$ cat src/shared/ddms_pkg.sv
// Constants for the DDR2 mode-register decode block.
// Assumes command pins arrive asynchronous to the device clock and are synchronised in the decode block.
package ddms_pkg;
  localparam int unsigned ADDR_W = 14;
  localparam int unsigned BANK_W = 3;
  // Bank select codes for the four registers
  localparam logic [1:0] SEL_MAIN = 2'h0;
  localparam logic [1:0] SEL_EXT1 = 2'h1;
  localparam logic [1:0] SEL_EXT2 = 2'h2;
  localparam logic [1:0] SEL_EXT3 = 2'h3;
  // Main register fields
  localparam int unsigned MR_BL_LSB = 0;
  localparam int unsigned MR_BT_BIT = 3;
  localparam int unsigned MR_CL_LSB = 4;
  localparam int unsigned MR_TM_BIT = 7;
  localparam int unsigned MR_DLLRST_BIT = 8;
  localparam int unsigned MR_WR_LSB = 9;
  localparam logic [2:0] BL_FOUR = 3'h2;
  localparam logic [2:0] BL_EIGHT = 3'h3;
  // Extended register 1 fields
  localparam int unsigned E1_DLL_DIS_BIT = 0;
  localparam int unsigned E1_HALF_BIT = 1;
  localparam int unsigned E1_RTT0_BIT = 2;
  localparam int unsigned E1_AL_LSB = 3;
  localparam int unsigned E1_RTT1_BIT = 6;
  localparam int unsigned E1_CAL_LSB = 7;
  localparam int unsigned E1_STB_N_DIS_BIT = 10;
  localparam int unsigned E1_RSTB_EN_BIT = 11;
  localparam logic [2:0] CAL_EXIT = 3'h0;
  localparam logic [2:0] CAL_DRIVE_HI = 3'h1;
  localparam logic [2:0] CAL_DRIVE_LO = 3'h2;
  localparam logic [2:0] CAL_ADJUST = 3'h4;
  localparam logic [2:0] CAL_DEFAULT = 3'h7;
  // Extended register 2 fields
  localparam int unsigned E2_DCC_BIT = 3;
  localparam int unsigned E2_HTSR_BIT = 7;
  localparam int unsigned E2_PARTIAL_ARRAY_SELF_REFRESH_LSB = 0;
  localparam logic [ADDR_W-1:0] REG_RST = 14'h0000;
  // Calibration mode as seen by the output stage
  typedef enum logic [2:0] {
    CM_OFF = 3'b000,
    CM_DRIVE_HI = 3'b001,
    CM_DRIVE_LO = 3'b010,
    CM_ADJUST = 3'b100,
    CM_DEFAULT = 3'b111
  } ddms_cal_t;
endpackage

$ cat src/design/ddms_mode_regs.sv
// Mode-register decode and storage for a DDR2 device core.
// Assumes command pins arrive from pads asynchronous to i_mclk and are synchronised here.
module ddms_mode_regs (
  input wire logic i_mclk, // Device clock
  input wire logic i_rst, // Async reset, active high
  input wire logic i_ce, // Clock enable for all state
  input wire logic i_cke, // Memory clock-enable pin
  input wire logic i_cs_n, // Chip select pin
  input wire logic i_ras_n, // Row strobe pin
  input wire logic i_cas_n, // Column strobe pin
  input wire logic i_we_n, // Write enable pin
  input wire logic [ddms_pkg::BANK_W-1:0] i_bank_select, // Bank select pins
  input wire logic [ddms_pkg::ADDR_W-1:0] i_addr, // Address pins
  input wire logic i_self_refresh, // Core is in self refresh
  input wire logic i_read_active, // Core is driving read data
  output logic [ddms_pkg::ADDR_W-1:0] o_main_mode_reg, // Main register
  output logic [ddms_pkg::ADDR_W-1:0] o_extended_mode_reg_one, // Extended one
  output logic [ddms_pkg::ADDR_W-1:0] o_extended_mode_reg_two, // Extended two
  output logic [ddms_pkg::ADDR_W-1:0] o_extended_mode_reg_three, // Extended three
  output logic [3:0] o_written, // Per register: written since reset
  output logic o_write_pulse, // One cycle after any register write
  output logic o_burst_eight, // Burst length eight selected
  output logic o_burst_interleave, // Interleaved order
  output logic [2:0] o_cas_latency, // Read latency field
  output logic [2:0] o_write_recovery, // Write recovery field
  output logic o_loop_reset, // Loop reset requested by last main write
  output logic o_loop_enable, // Delay-locked loop running
  output logic o_half_drive, // Half strength driver
  output logic [2:0] o_additive_latency, // Added latency field
  output logic [1:0] o_on_die_termination_control, // Termination select {b6,b2}
  output logic [2:0] o_driver_calibration, // Calibration mode
  output logic o_strobe_n_oe, // Complementary strobe enabled
  output logic o_read_strobe_oe, // Read strobe driven now
  output logic o_read_strobe_n_oe, // Complementary read strobe driven now
  output logic o_data_mask_en, // Data mask input honoured
  output logic o_fast_self_refresh, // High temperature refresh rate
  output logic [2:0] o_partial_array_self_refresh, // Refresh array subset
  output logic o_duty_cycle_corrector // Duty cycle corrector control
);
  // ==========================================================
  // Pin synchronisers
  // Pins cross into i_mclk through two flops; the first stage feeds only the second.
  localparam int unsigned PIN_W = 1 + 4 + ddms_pkg::BANK_W + ddms_pkg::ADDR_W;
  logic [PIN_W-1:0] pin_raw;
  logic [PIN_W-1:0] sync1_ff;
  logic [PIN_W-1:0] sync2_ff;
  logic sr_meta_ff;
  logic sr_ff;
  assign pin_raw = {i_cke, i_cs_n, i_ras_n, i_cas_n, i_we_n, i_bank_select, i_addr};

  always_ff @(posedge i_mclk or posedge i_rst) begin
    if (i_rst) begin
      sync1_ff <= '0;
      sync2_ff <= '0;
      sr_meta_ff <= 1'b0;
      sr_ff <= 1'b0;
    end else if (i_ce) begin
      sync1_ff <= pin_raw;
      sync2_ff <= sync1_ff;
      sr_meta_ff <= i_self_refresh;
      sr_ff <= sr_meta_ff;
    end
  end

  // ==========================================================
  // Command decode
  wire [ddms_pkg::ADDR_W-1:0] s_addr = sync2_ff[ddms_pkg::ADDR_W-1:0];
  wire [ddms_pkg::BANK_W-1:0] s_bank = sync2_ff[ddms_pkg::ADDR_W +: ddms_pkg::BANK_W];
  wire [3:0] s_cmd_n = sync2_ff[ddms_pkg::ADDR_W + ddms_pkg::BANK_W +: 4];
  wire s_cke = sync2_ff[PIN_W-1];
  // Clock enable must be high; precharge state is the controller's duty
  wire mode_write_command = s_cke && (s_cmd_n == 4'h0);
  wire [1:0] sel = s_bank[1:0];
  wire [3:0] hit;

  // ==========================================================
  // Register storage
  // Reset value is zero even though contents are formally undefined until written.
  logic [ddms_pkg::ADDR_W-1:0] regs_ff [4];
  logic [3:0] written_ff;
  logic write_pulse_ff;

  genvar gi;
  generate
    for (gi = 0; gi < 4; gi++) begin : g_reg
      assign hit[gi] = mode_write_command && (sel == 2'(gi));
      always_ff @(posedge i_mclk or posedge i_rst) begin
        if (i_rst) begin
          regs_ff[gi] <= ddms_pkg::REG_RST;
          written_ff[gi] <= 1'b0;
        end else if (i_ce && hit[gi]) begin
          regs_ff[gi] <= s_addr;
          written_ff[gi] <= 1'b1;
        end
      end
    end
  endgenerate

  always_ff @(posedge i_mclk or posedge i_rst) begin
    if (i_rst) begin
      write_pulse_ff <= 1'b0;
    end else if (i_ce) begin
      write_pulse_ff <= mode_write_command;
    end
  end

  // ==========================================================
  // Field decode
  wire [ddms_pkg::ADDR_W-1:0] mr = regs_ff[ddms_pkg::SEL_MAIN];
  wire [ddms_pkg::ADDR_W-1:0] e1 = regs_ff[ddms_pkg::SEL_EXT1];
  wire [ddms_pkg::ADDR_W-1:0] e2 = regs_ff[ddms_pkg::SEL_EXT2];
  wire [2:0] bl_code = mr[ddms_pkg::MR_BL_LSB +: 3];
  wire nxt_burst_eight = (bl_code == ddms_pkg::BL_EIGHT);
  wire nxt_interleave = mr[ddms_pkg::MR_BT_BIT];
  wire [2:0] nxt_cl = mr[ddms_pkg::MR_CL_LSB +: 3];
  wire [2:0] nxt_wr = mr[ddms_pkg::MR_WR_LSB +: 3];
  wire nxt_loop_reset = mr[ddms_pkg::MR_DLLRST_BIT];
  // Loop drops in self refresh without touching the stored bit
  wire nxt_loop_en = !e1[ddms_pkg::E1_DLL_DIS_BIT] && !sr_ff;
  wire nxt_half = e1[ddms_pkg::E1_HALF_BIT];
  wire [2:0] nxt_al = e1[ddms_pkg::E1_AL_LSB +: 3];
  wire [1:0] nxt_odt = {e1[ddms_pkg::E1_RTT1_BIT], e1[ddms_pkg::E1_RTT0_BIT]};
  wire [2:0] cal_raw = e1[ddms_pkg::E1_CAL_LSB +: 3];
  wire strobe_n_en = !e1[ddms_pkg::E1_STB_N_DIS_BIT];
  wire rstb_en = e1[ddms_pkg::E1_RSTB_EN_BIT];
  wire nxt_rstb_oe = rstb_en && i_read_active;
  wire nxt_rstb_n_oe = nxt_rstb_oe && strobe_n_en;
  wire nxt_mask_en = !rstb_en;
  wire nxt_fast_sr = e2[ddms_pkg::E2_HTSR_BIT];
  ddms_pkg::ddms_cal_t nxt_cal;

  // Unlisted codes are reserved; treat as calibration off
  always_comb begin
    case (cal_raw)
      ddms_pkg::CAL_EXIT: nxt_cal = ddms_pkg::CM_OFF;
      ddms_pkg::CAL_DRIVE_HI: nxt_cal = ddms_pkg::CM_DRIVE_HI;
      ddms_pkg::CAL_DRIVE_LO: nxt_cal = ddms_pkg::CM_DRIVE_LO;
      ddms_pkg::CAL_ADJUST: nxt_cal = ddms_pkg::CM_ADJUST;
      ddms_pkg::CAL_DEFAULT: nxt_cal = ddms_pkg::CM_DEFAULT;
      default: nxt_cal = ddms_pkg::CM_OFF;
    endcase
  end

  // ==========================================================
  // Output flops
  // One short flop process per output keeps each reset value beside its source
  always_ff @(posedge i_mclk or posedge i_rst) begin
    if (i_rst) begin
      o_main_mode_reg <= ddms_pkg::REG_RST;
    end else if (i_ce) begin
      o_main_mode_reg <= mr;
    end
  end
  always_ff @(posedge i_mclk or posedge i_rst) begin
    if (i_rst) begin
      o_extended_mode_reg_one <= ddms_pkg::REG_RST;
    end else if (i_ce) begin
      o_extended_mode_reg_one <= e1;
    end
  end
  always_ff @(posedge i_mclk or posedge i_rst) begin
    if (i_rst) begin
      o_extended_mode_reg_two <= ddms_pkg::REG_RST;
    end else if (i_ce) begin
      o_extended_mode_reg_two <= e2;
    end
  end
  always_ff @(posedge i_mclk or posedge i_rst) begin
    if (i_rst) begin
      o_extended_mode_reg_three <= ddms_pkg::REG_RST;
    end else if (i_ce) begin
      o_extended_mode_reg_three <= regs_ff[ddms_pkg::SEL_EXT3];
    end
  end
  always_ff @(posedge i_mclk or posedge i_rst) begin
    if (i_rst) begin
      o_written <= 4'h0;
    end else if (i_ce) begin
      o_written <= written_ff;
    end
  end
  always_ff @(posedge i_mclk or posedge i_rst) begin
    if (i_rst) begin
      o_write_pulse <= 1'b0;
    end else if (i_ce) begin
      o_write_pulse <= write_pulse_ff;
    end
  end
  always_ff @(posedge i_mclk or posedge i_rst) begin
    if (i_rst) begin
      o_burst_eight <= 1'b0;
    end else if (i_ce) begin
      o_burst_eight <= nxt_burst_eight;
    end
  end
  always_ff @(posedge i_mclk or posedge i_rst) begin
    if (i_rst) begin
      o_burst_interleave <= 1'b0;
    end else if (i_ce) begin
      o_burst_interleave <= nxt_interleave;
    end
  end
  always_ff @(posedge i_mclk or posedge i_rst) begin
    if (i_rst) begin
      o_cas_latency <= 3'h0;
    end else if (i_ce) begin
      o_cas_latency <= nxt_cl;
    end
  end
  always_ff @(posedge i_mclk or posedge i_rst) begin
    if (i_rst) begin
      o_write_recovery <= 3'h0;
    end else if (i_ce) begin
      o_write_recovery <= nxt_wr;
    end
  end
  always_ff @(posedge i_mclk or posedge i_rst) begin
    if (i_rst) begin
      o_loop_reset <= 1'b0;
    end else if (i_ce) begin
      o_loop_reset <= nxt_loop_reset;
    end
  end
  always_ff @(posedge i_mclk or posedge i_rst) begin
    if (i_rst) begin
      o_loop_enable <= 1'b0;
    end else if (i_ce) begin
      o_loop_enable <= nxt_loop_en;
    end
  end
  always_ff @(posedge i_mclk or posedge i_rst) begin
    if (i_rst) begin
      o_half_drive <= 1'b0;
    end else if (i_ce) begin
      o_half_drive <= nxt_half;
    end
  end
  always_ff @(posedge i_mclk or posedge i_rst) begin
    if (i_rst) begin
      o_additive_latency <= 3'h0;
    end else if (i_ce) begin
      o_additive_latency <= nxt_al;
    end
  end
  always_ff @(posedge i_mclk or posedge i_rst) begin
    if (i_rst) begin
      o_on_die_termination_control <= 2'h0;
    end else if (i_ce) begin
      o_on_die_termination_control <= nxt_odt;
    end
  end
  always_ff @(posedge i_mclk or posedge i_rst) begin
    if (i_rst) begin
      o_driver_calibration <= 3'h0;
    end else if (i_ce) begin
      o_driver_calibration <= nxt_cal;
    end
  end
  always_ff @(posedge i_mclk or posedge i_rst) begin
    if (i_rst) begin
      o_strobe_n_oe <= 1'b0;
    end else if (i_ce) begin
      o_strobe_n_oe <= strobe_n_en;
    end
  end
  always_ff @(posedge i_mclk or posedge i_rst) begin
    if (i_rst) begin
      o_read_strobe_oe <= 1'b0;
    end else if (i_ce) begin
      o_read_strobe_oe <= nxt_rstb_oe;
    end
  end
  always_ff @(posedge i_mclk or posedge i_rst) begin
    if (i_rst) begin
      o_read_strobe_n_oe <= 1'b0;
    end else if (i_ce) begin
      o_read_strobe_n_oe <= nxt_rstb_n_oe;
    end
  end
  always_ff @(posedge i_mclk or posedge i_rst) begin
    if (i_rst) begin
      o_data_mask_en <= 1'b1;
    end else if (i_ce) begin
      o_data_mask_en <= nxt_mask_en;
    end
  end
  always_ff @(posedge i_mclk or posedge i_rst) begin
    if (i_rst) begin
      o_fast_self_refresh <= 1'b0;
    end else if (i_ce) begin
      o_fast_self_refresh <= nxt_fast_sr;
    end
  end
  always_ff @(posedge i_mclk or posedge i_rst) begin
    if (i_rst) begin
      o_partial_array_self_refresh <= 3'h0;
    end else if (i_ce) begin
      o_partial_array_self_refresh <= e2[ddms_pkg::E2_PARTIAL_ARRAY_SELF_REFRESH_LSB +: 3];
    end
  end
  always_ff @(posedge i_mclk or posedge i_rst) begin
    if (i_rst) begin
      o_duty_cycle_corrector <= 1'b0;
    end else if (i_ce) begin
      o_duty_cycle_corrector <= e2[ddms_pkg::E2_DCC_BIT];
    end
  end
endmodule

$ cat config.mk
export PLATFORM = sky130hd
export DESIGN_NAME = ddms_mode_regs
export DESIGN_NICKNAME = d
export VERILOG_FILES = /design/src/shared/ddms_pkg.sv /design/src/design/ddms_mode_regs.sv
export SDC_FILE = /design/constraint.sdc
export NUM_CORES = 1
export LEC_CHECK = 0
export BUFFER_PORTS_ARGS = -buffer_cell sky130_fd_sc_hd__buf_2
export CAP_MARGIN = 5
export CORE_UTILIZATION = 40
export CTS_CLUSTER_SIZE = 30
export DETAILED_ROUTE_END_ITERATION = 12
export PLACE_DENSITY = 0.67
export SYNTH_ARGS = -nofsm -noshare
export SYNTH_HDL_FRONTEND = slang
export SYNTH_SLANG_ARGS = --single-unit
$ cat constraint.sdc
create_clock -name i_mclk -period 14.7 [get_ports i_mclk]
set_input_delay 2.205 -clock i_mclk [delete_from_list [all_inputs] [get_ports i_mclk]]
set_output_delay 2.205 -clock i_mclk [all_outputs]
set_load 0.01 [all_outputs]
==> results by group, run 1 <==
Layout
  • Design Area, Final: 0.007901 mm²
  • Inserted Diodes: 0
  • Commonest cells after routing, fill and taps aside: dfrtp_1, mux2_2, buf_2
  • Area Growth Syn to Fin: 17.84%
  • Most common cell after layout, fill and taps aside: dfrtp_1
  • Largest registers: sync1_ff: 21 flops, sync2_ff: 21 flops
  • Post-layout util: 49.03%
  • Layout Nets: 543
  • Layout cells sized above 1: 59.17%
  • Non-filler instance count after layout: 745

Timing
  • Final Hold Fails: 0
  • Setup violations, final: 0
  • Setup tns final: 0 ns
  • Hold Slack: 0.4722 ns
  • Post-Route Skew: 0.01292 ns
  • Rel. slew slack: 37.15%
  • Slew @ Worst Pin: 0.9427 ns
  • Max frequency: 247.9 MHz
  • Final Max Tran Viols: 0
  • Final period util: 27.44%
  • RSZ-0062 raised after global routing: false
  • Minimum clock period: 4.034 ns

Setup path
  • Slowest cell on the critical path: nand4b_2
  • CP startpoint kind: input pin
  • CP max FO: 57
  • Critical Path RT: 15.00 ns
  • CP Cell Sequence: buf_4 -> nor4b_4 -> nand4b_2 -> mux2_2
  • Crit Path Class: input pin to register
  • Critical Path End Type: register
  • CP arrival: 4.33 ns
  • Worst path max stage delay: 0.61 ns

Placed design
  • Final GP Congestion: 0.6867
  • Post-DP HPWL: 7651 µm
  • PortBufs: 114
  • Placed cell count: 713
  • DP Area: 0.007332 mm²

Synth
  • Synth Register Bits: 175
  • Post-synthesis sequential area ratio: 65.33%
  • Avg Inst Size Synth: 15.96 µm²
  • Syn_nets: 447
  • Cells after Synth: 420
  • YS warnings: 0
  • Unique masters post-synth: 24
  • Netlist area before placement: 0.006705 mm²

Floorplanning
  • DIE WIDTH: 131.5 µm
  • Initial cell density of the core: 41.61%
  • Top-Level Pins: 116
  • Core Region: 0.01612 mm²
  • FP Rows: 46
  • Chip Height: 131.5 µm
  • Die area: 0.01728 mm²

Clock tree
  • CTS sink cnt: 175
  • H-tree lvl count: 4
  • Root buf cell: clkbuf_16
  • CTS tree: built
  • Hold_buf cts: 0
  • Clock-pin slew on the worst setup and hold paths: 0.06 ns
  • Worst skew pair latency: 0.42 ns
  • Post-CTS setup buffer count: 0
  • Total CTS buffers: 17
  • Post-cts resize count: 0
  • Worst-case clock buffer depth: 2

Routing
  • ANT nets after route: 0
  • Wirelength per Cell: 15.67 µm
  • # DRC: 0
  • Post-Route WL: 11670 µm
  • Vias per cell: 4.760
  • TritonRoute pass-1 iters: 4
  • Total number of vias: 3546
  • First DRT Iteration DRCs: 77

Global routing
  • First-pass GRT wire length: 19700 µm
  • Largest net degree at the start of global routing: 107
  • Antenna violations before repair: 0
  • GR Overflow Total: 0
  • Vias in the first global route: 3736
  • Total track usage: 14.75%

Power
  • Peak supply drop: 0.00008422 V
  • Pwr dens: 161.4 mW/mm²
  • Leak Pwr: 4.092 nW

Run status
  • Status: completed

Min path
  • Worst Hold Class: register to register

Run
  • Max_cap viols: 0
cells by family (layout without fill, tap and decap cells):
logic type	after synthesis	in the layout	synth area share, %
xor gates and xnor gates	3	3	0.3919
buffers and inverters	52	161	4.255
DFF	175	175	65.33
muxes	160	160	26.85
AOI/OAI and AO/OA	11	11	0.8956
and+or+nand+nor	19	19	2.276
path summary, 6_finish.rpt:
| path | cells past startpoint | startpoint | slack (ns) | endpoint |
|---|---|---|---|---|
| hold reg to reg | 1 | written_ff[0] | 0.47 | written_ff[0] |
| max in group asynchronous | 3 | i_rst | 11.27 | sync2_ff[6] |
| hold / removal | 1 | written_ff[0] | 0.47 | written_ff[0] |
| min in group asynchronous | 2 | i_rst | 1.96 | sync1_ff[13] |
| setup reg to reg | 3 | sync2_ff[18] | 12.61 | e2[6] |
| setup / recovery | 4 | i_ce | 10.67 | e2[6] |
layout make-up:
class	instances	area, µm²
fillers	1412	8214
flip-flops and latches	175	4380
multi-input cells	193	2039
repair buffers	116	588.1
clock buffers	21	460.4
well taps	216	270.3
clock inverters	11	108.9
inverters	13	53.80
where the power goes:
part / switching (W) / internal [W] / total [W]
Sequential: 0.0000584 / 0.000578 / 0.000637
Clock: 0.000187 / 0.000244 / 0.000431
Combinational: 0.0000928 / 0.000115 / 0.000208
per-layer routing:
metal	share of wire, %	GRT usage (%)	up-vias
li1	-	-	1626
met2	49	24.34	89
met3	5.2	4.977	13
met5	0	0	-
met4	1.3	5.039	0
met1	44	18.03	1818
cell usage after synthesis:
library cell,instances,area (µm²)
nand4b_2,2,30.03
clkbuf_2,1,5.000
mux2i_1,1,10.01
clkbuf_1,10,37.54
nor4b_4,1,23.77
inv_1,13,48.80
or2_2,1,6.260
dfstp_2,1,26.28
nand2_1,5,18.77
xor2_1,3,26.28
nand4b_1,1,8.760
dfrtp_1,174,4354
buf_4,19,142.6
nor2b_1,1,6.260
o21ai_0,7,35.03
nand2b_1,4,25.02
buf_6,1,11.26
nand4_2,1,12.51
and4bb_2,1,12.51
nor2_1,1,3.750
mux2_2,159,1790
buf_2,8,40.04
o22ai_1,4,25.02
nand3_1,1,5.000
per-stage QoR:
step	total power, W	worst slack, ns
final	0.001275	10.67
after global routing	0.001344	10.47
after CTS	0.001296	10.61
after detailed placement	0.0008593	10.15
after global placement	0.0008489	10.17
after floorplan	0.0007830	7.751
worst max-delay path, delay by kind of cell:
kind	cells	cell delay [ns]
AND/OR/NAND/NOR	2	1.10
buffers and inverters	1	0.53
multiplexers	1	0.48
Note: power is estimated with default switching activity, not from simulation.
==> inputs of run 2 (changes only) <==
- PLACE_DENSITY: 0.67 -> 0.7
- clock period: 14.7 -> 3.25 ns (I/O delays scaled with it)
==> results by group, run 2 (synthesis gave the netlist of run 1 again) <==
Run status
  • Status: completed

Setup path
  • Slowest cell on the critical path: nand4b_2
  • CP max FO: 15 (-74%)
  • Worst path max stage delay: 0.63 ns (+0.02 ns)
  • Worst Reg-to-Reg Cells: 3 (unchanged)
  • Worst R2R Start: sync2_ff[18]
  • R2R Setup Slk: 1.15 ns (-11.46 ns)
  • CP Buf/Inv Count: 0 (-1)
  • CP top delay family: simple AND/OR/NAND/NOR gates
  • Critical Path RT: 3.55 ns (-11.45 ns)
  • CP arrival: 2.41 ns (-1.92 ns)
  • Crit Path Class: register to register
  • CP Cell Sequence: nor4b_4 -> nand4b_2 -> mux2_2
  • Critical Path End Type: register
  • Crit Reg-Reg Endpoint: e2[6]
  • Stages on worst setup path: 3 (-1)
  • CP startpoint kind: register

Clock tree
  • Worst-case clock buffer depth: 2 (unchanged)
  • Worst skew pair latency: 0.42 ns (about the same)
  • Total CTS buffers: 17 (unchanged)
  • Post-cts resize count: 0 (unchanged)
  • Root buf cell: clkbuf_16
  • Post-CTS setup buffer count: 0 (unchanged)
  • Hold_buf cts: 0 (unchanged)
  • CTS sink cnt: 175 (unchanged)
  • Clock-pin slew on the worst setup and hold paths: 0.06 ns (about the same)
  • H-tree lvl count: 4 (unchanged)
  • CTS tree: built

Timing
  • Final Hold Fails: 0 (unchanged)
  • Slew @ Worst Pin: 0.7729 ns (-0.1699 ns)
  • Minimum clock period: 2.102 ns
  • Setup violations, final: 0 (unchanged)
  • Post-Route Skew: 0.006122 ns (-0.006800 ns)
  • Rel. slew slack: 48.37% (+11 points)
  • Max frequency: 475.7 MHz
  • Final period util: 64.69%
  • RSZ-0062 raised after global routing: false
  • Final Max Tran Viols: 0 (unchanged)
  • Setup tns final: 0 ns (unchanged)

Global routing
  • GR Overflow Total: 0 (unchanged)
  • Total track usage: 15.14% (+0.39 points)
  • Antenna violations before repair: 0 (unchanged)
  • Largest net degree at the start of global routing: 122 (+14%)
  • First-pass GRT wire length: 20080 µm (+1.9%)
  • Vias in the first global route: 3789 (+1.4%)

Floorplanning
  • Initial cell density of the core: 41.61% (unchanged)
  • Top-Level Pins: 116 (unchanged)
  • DIE WIDTH: 131.5 µm (unchanged)
  • FP Rows: 46 (unchanged)
  • Core Region: 0.01612 mm² (unchanged)
  • Die area: 0.01728 mm² (unchanged)
  • Chip Height: 131.5 µm (unchanged)

Power
  • Sw power: 0.001498 W (+340%)
  • Pwr dens: 740.8 mW/mm² (+360%)
  • Clock share of power: 35.3% (+1.5 points)
  • Sequential Power Share: 48.7% (-1.2 points)
  • Pint: 0.004448 W (+370%)
  • Leak Pwr: 4.151 nW (+1.4%)
  • Gate power share: 15.9% (-0.4 points)
  • Sw frac: 25.19% (-1.3 points)
  • Peak supply drop: 0.0003979 V (+370%)

Routing
  • Post-Route WL: 12030 µm (+3.1%)
  • First DRT Iteration DRCs: 145 (+88%)
  • DR WL met2: 5912 µm (+3.1%)
  • Vias per cell: 4.774 (+0.31%)
  • ANT nets after route: 0 (unchanged)
  • WL met3: 586 µm (-3.3%)
  • Wirelength per Cell: 16.07 µm (+2.5%)
  • TritonRoute pass-1 iters: 4 (unchanged)
  • Total number of vias: 3576 (+0.85%)
  • Top sig layer: met4
  • # DRC: 0 (unchanged)
  • Metal-1 WL: 5396 µm (+4.1%)

Layout
  • Commonest cells after routing, fill and taps aside: dfrtp_1, mux2_2, buf_2
  • Layout cells sized above 1: 59.29% (+0.12 points)
  • Layout Nets: 547 (+0.74%)
  • Number of fill cells: 1407 (-0.35%)
  • Multi-input logic area: 0.002039 mm² (unchanged)
  • Most common cell after layout, fill and taps aside: dfrtp_1
  • Largest registers: sync1_ff: 21 flops, sync2_ff: 21 flops
  • Non-filler instance count after layout: 749 (+0.54%)
  • Reg area: 0.004380 mm² (unchanged)
  • Inserted Diodes: 0 (unchanged)
  • Area Growth Syn to Fin: 19.69%

Placed design
  • PortBufs: 114 (unchanged)
  • Placed cell count: 717 (+0.56%)
  • Post-DP HPWL: 7849 µm (+2.6%)
  • Final GP Congestion: 0.7293 (+6.2%)

Run
  • Max_cap viols: 0 (unchanged)

Min path
  • Worst Hold Class: input pin to async pin
[run 2: cell types whose count changed in the layout (fill, tap and decap cells not counted)]
cell / previous run / this run
clkbuf_1: 2 / 3
clkbuf_8: 2 / 1
inv_6: 2 / 0
clkinv_2: 2 / 4
clkinv_4: 3 / 1
inv_8: 1 / 0
buf_12: 0 / 4
bufinv_16: 1 / 4
[run 2: area by class of cell]
type                    instances  share of cell area [%]
repair buffers                120                   8.326
flip-flops and latches        175                   54.58
clock inverters                11                   2.042
clock buffers                  21                   5.613
well taps                     216                   3.368
inverters                      13                  0.6548
multi-input cells             193                   25.41
[run 2: worst register-to-register path, stage by stage, from the launching register on]
cell      delay [ns]
dfrtp_1         0.40
nor4b_4         0.44
nand4b_2        0.63
mux2_2          0.51
[run 2: worst max-delay path by stage]
stage	start	slack, ns	to
global placement	i_ce	1.02	e2[6]
detailed placement	i_ce	0.97	e2[0]
global route	sync2_ff[18]	0.97	e2[3]
floorplan	i_rst	0.52	e1[0]
finish	sync2_ff[18]	1.15	e2[6]
CTS	sync2_ff[18]	1.09	e2[6]
[run 2: per-layer routing]
metal,track usage (%),vias up
li1,-,1634
met1,18.89,1843
met2,24.63,90
met3,5.015,9
met4,5.168,0
met5,0,-
[run 2: through the flow]
step                hold slack, ns  setup slack, ns  util (%)  total power, W  cell area (µm²)
finish                      0.2007            1.148     49.80        0.005945             8025
global route                0.2414           0.9692     49.80        0.006252             8025
CTS                         0.2053            1.085     49.80        0.006038             8025
detailed placement          0.4483           0.9676     45.99        0.003908             7411
floorplan                   0.4285           0.5247         -        0.003542             6709
global placement            0.4440            1.025     45.99        0.003854             7411
[run 2: power groups by stage]
stage          sequential, W  clock, W  combinational (W)
6_report             0.00290   0.00210           0.000947
5_1_grt              0.00296   0.00225            0.00103
4_1_cts              0.00291   0.00216           0.000968
3_5_place_dp         0.00295         0           0.000963
3_3_place_gp         0.00291         0           0.000940
2_1_floorplan        0.00295         0           0.000590
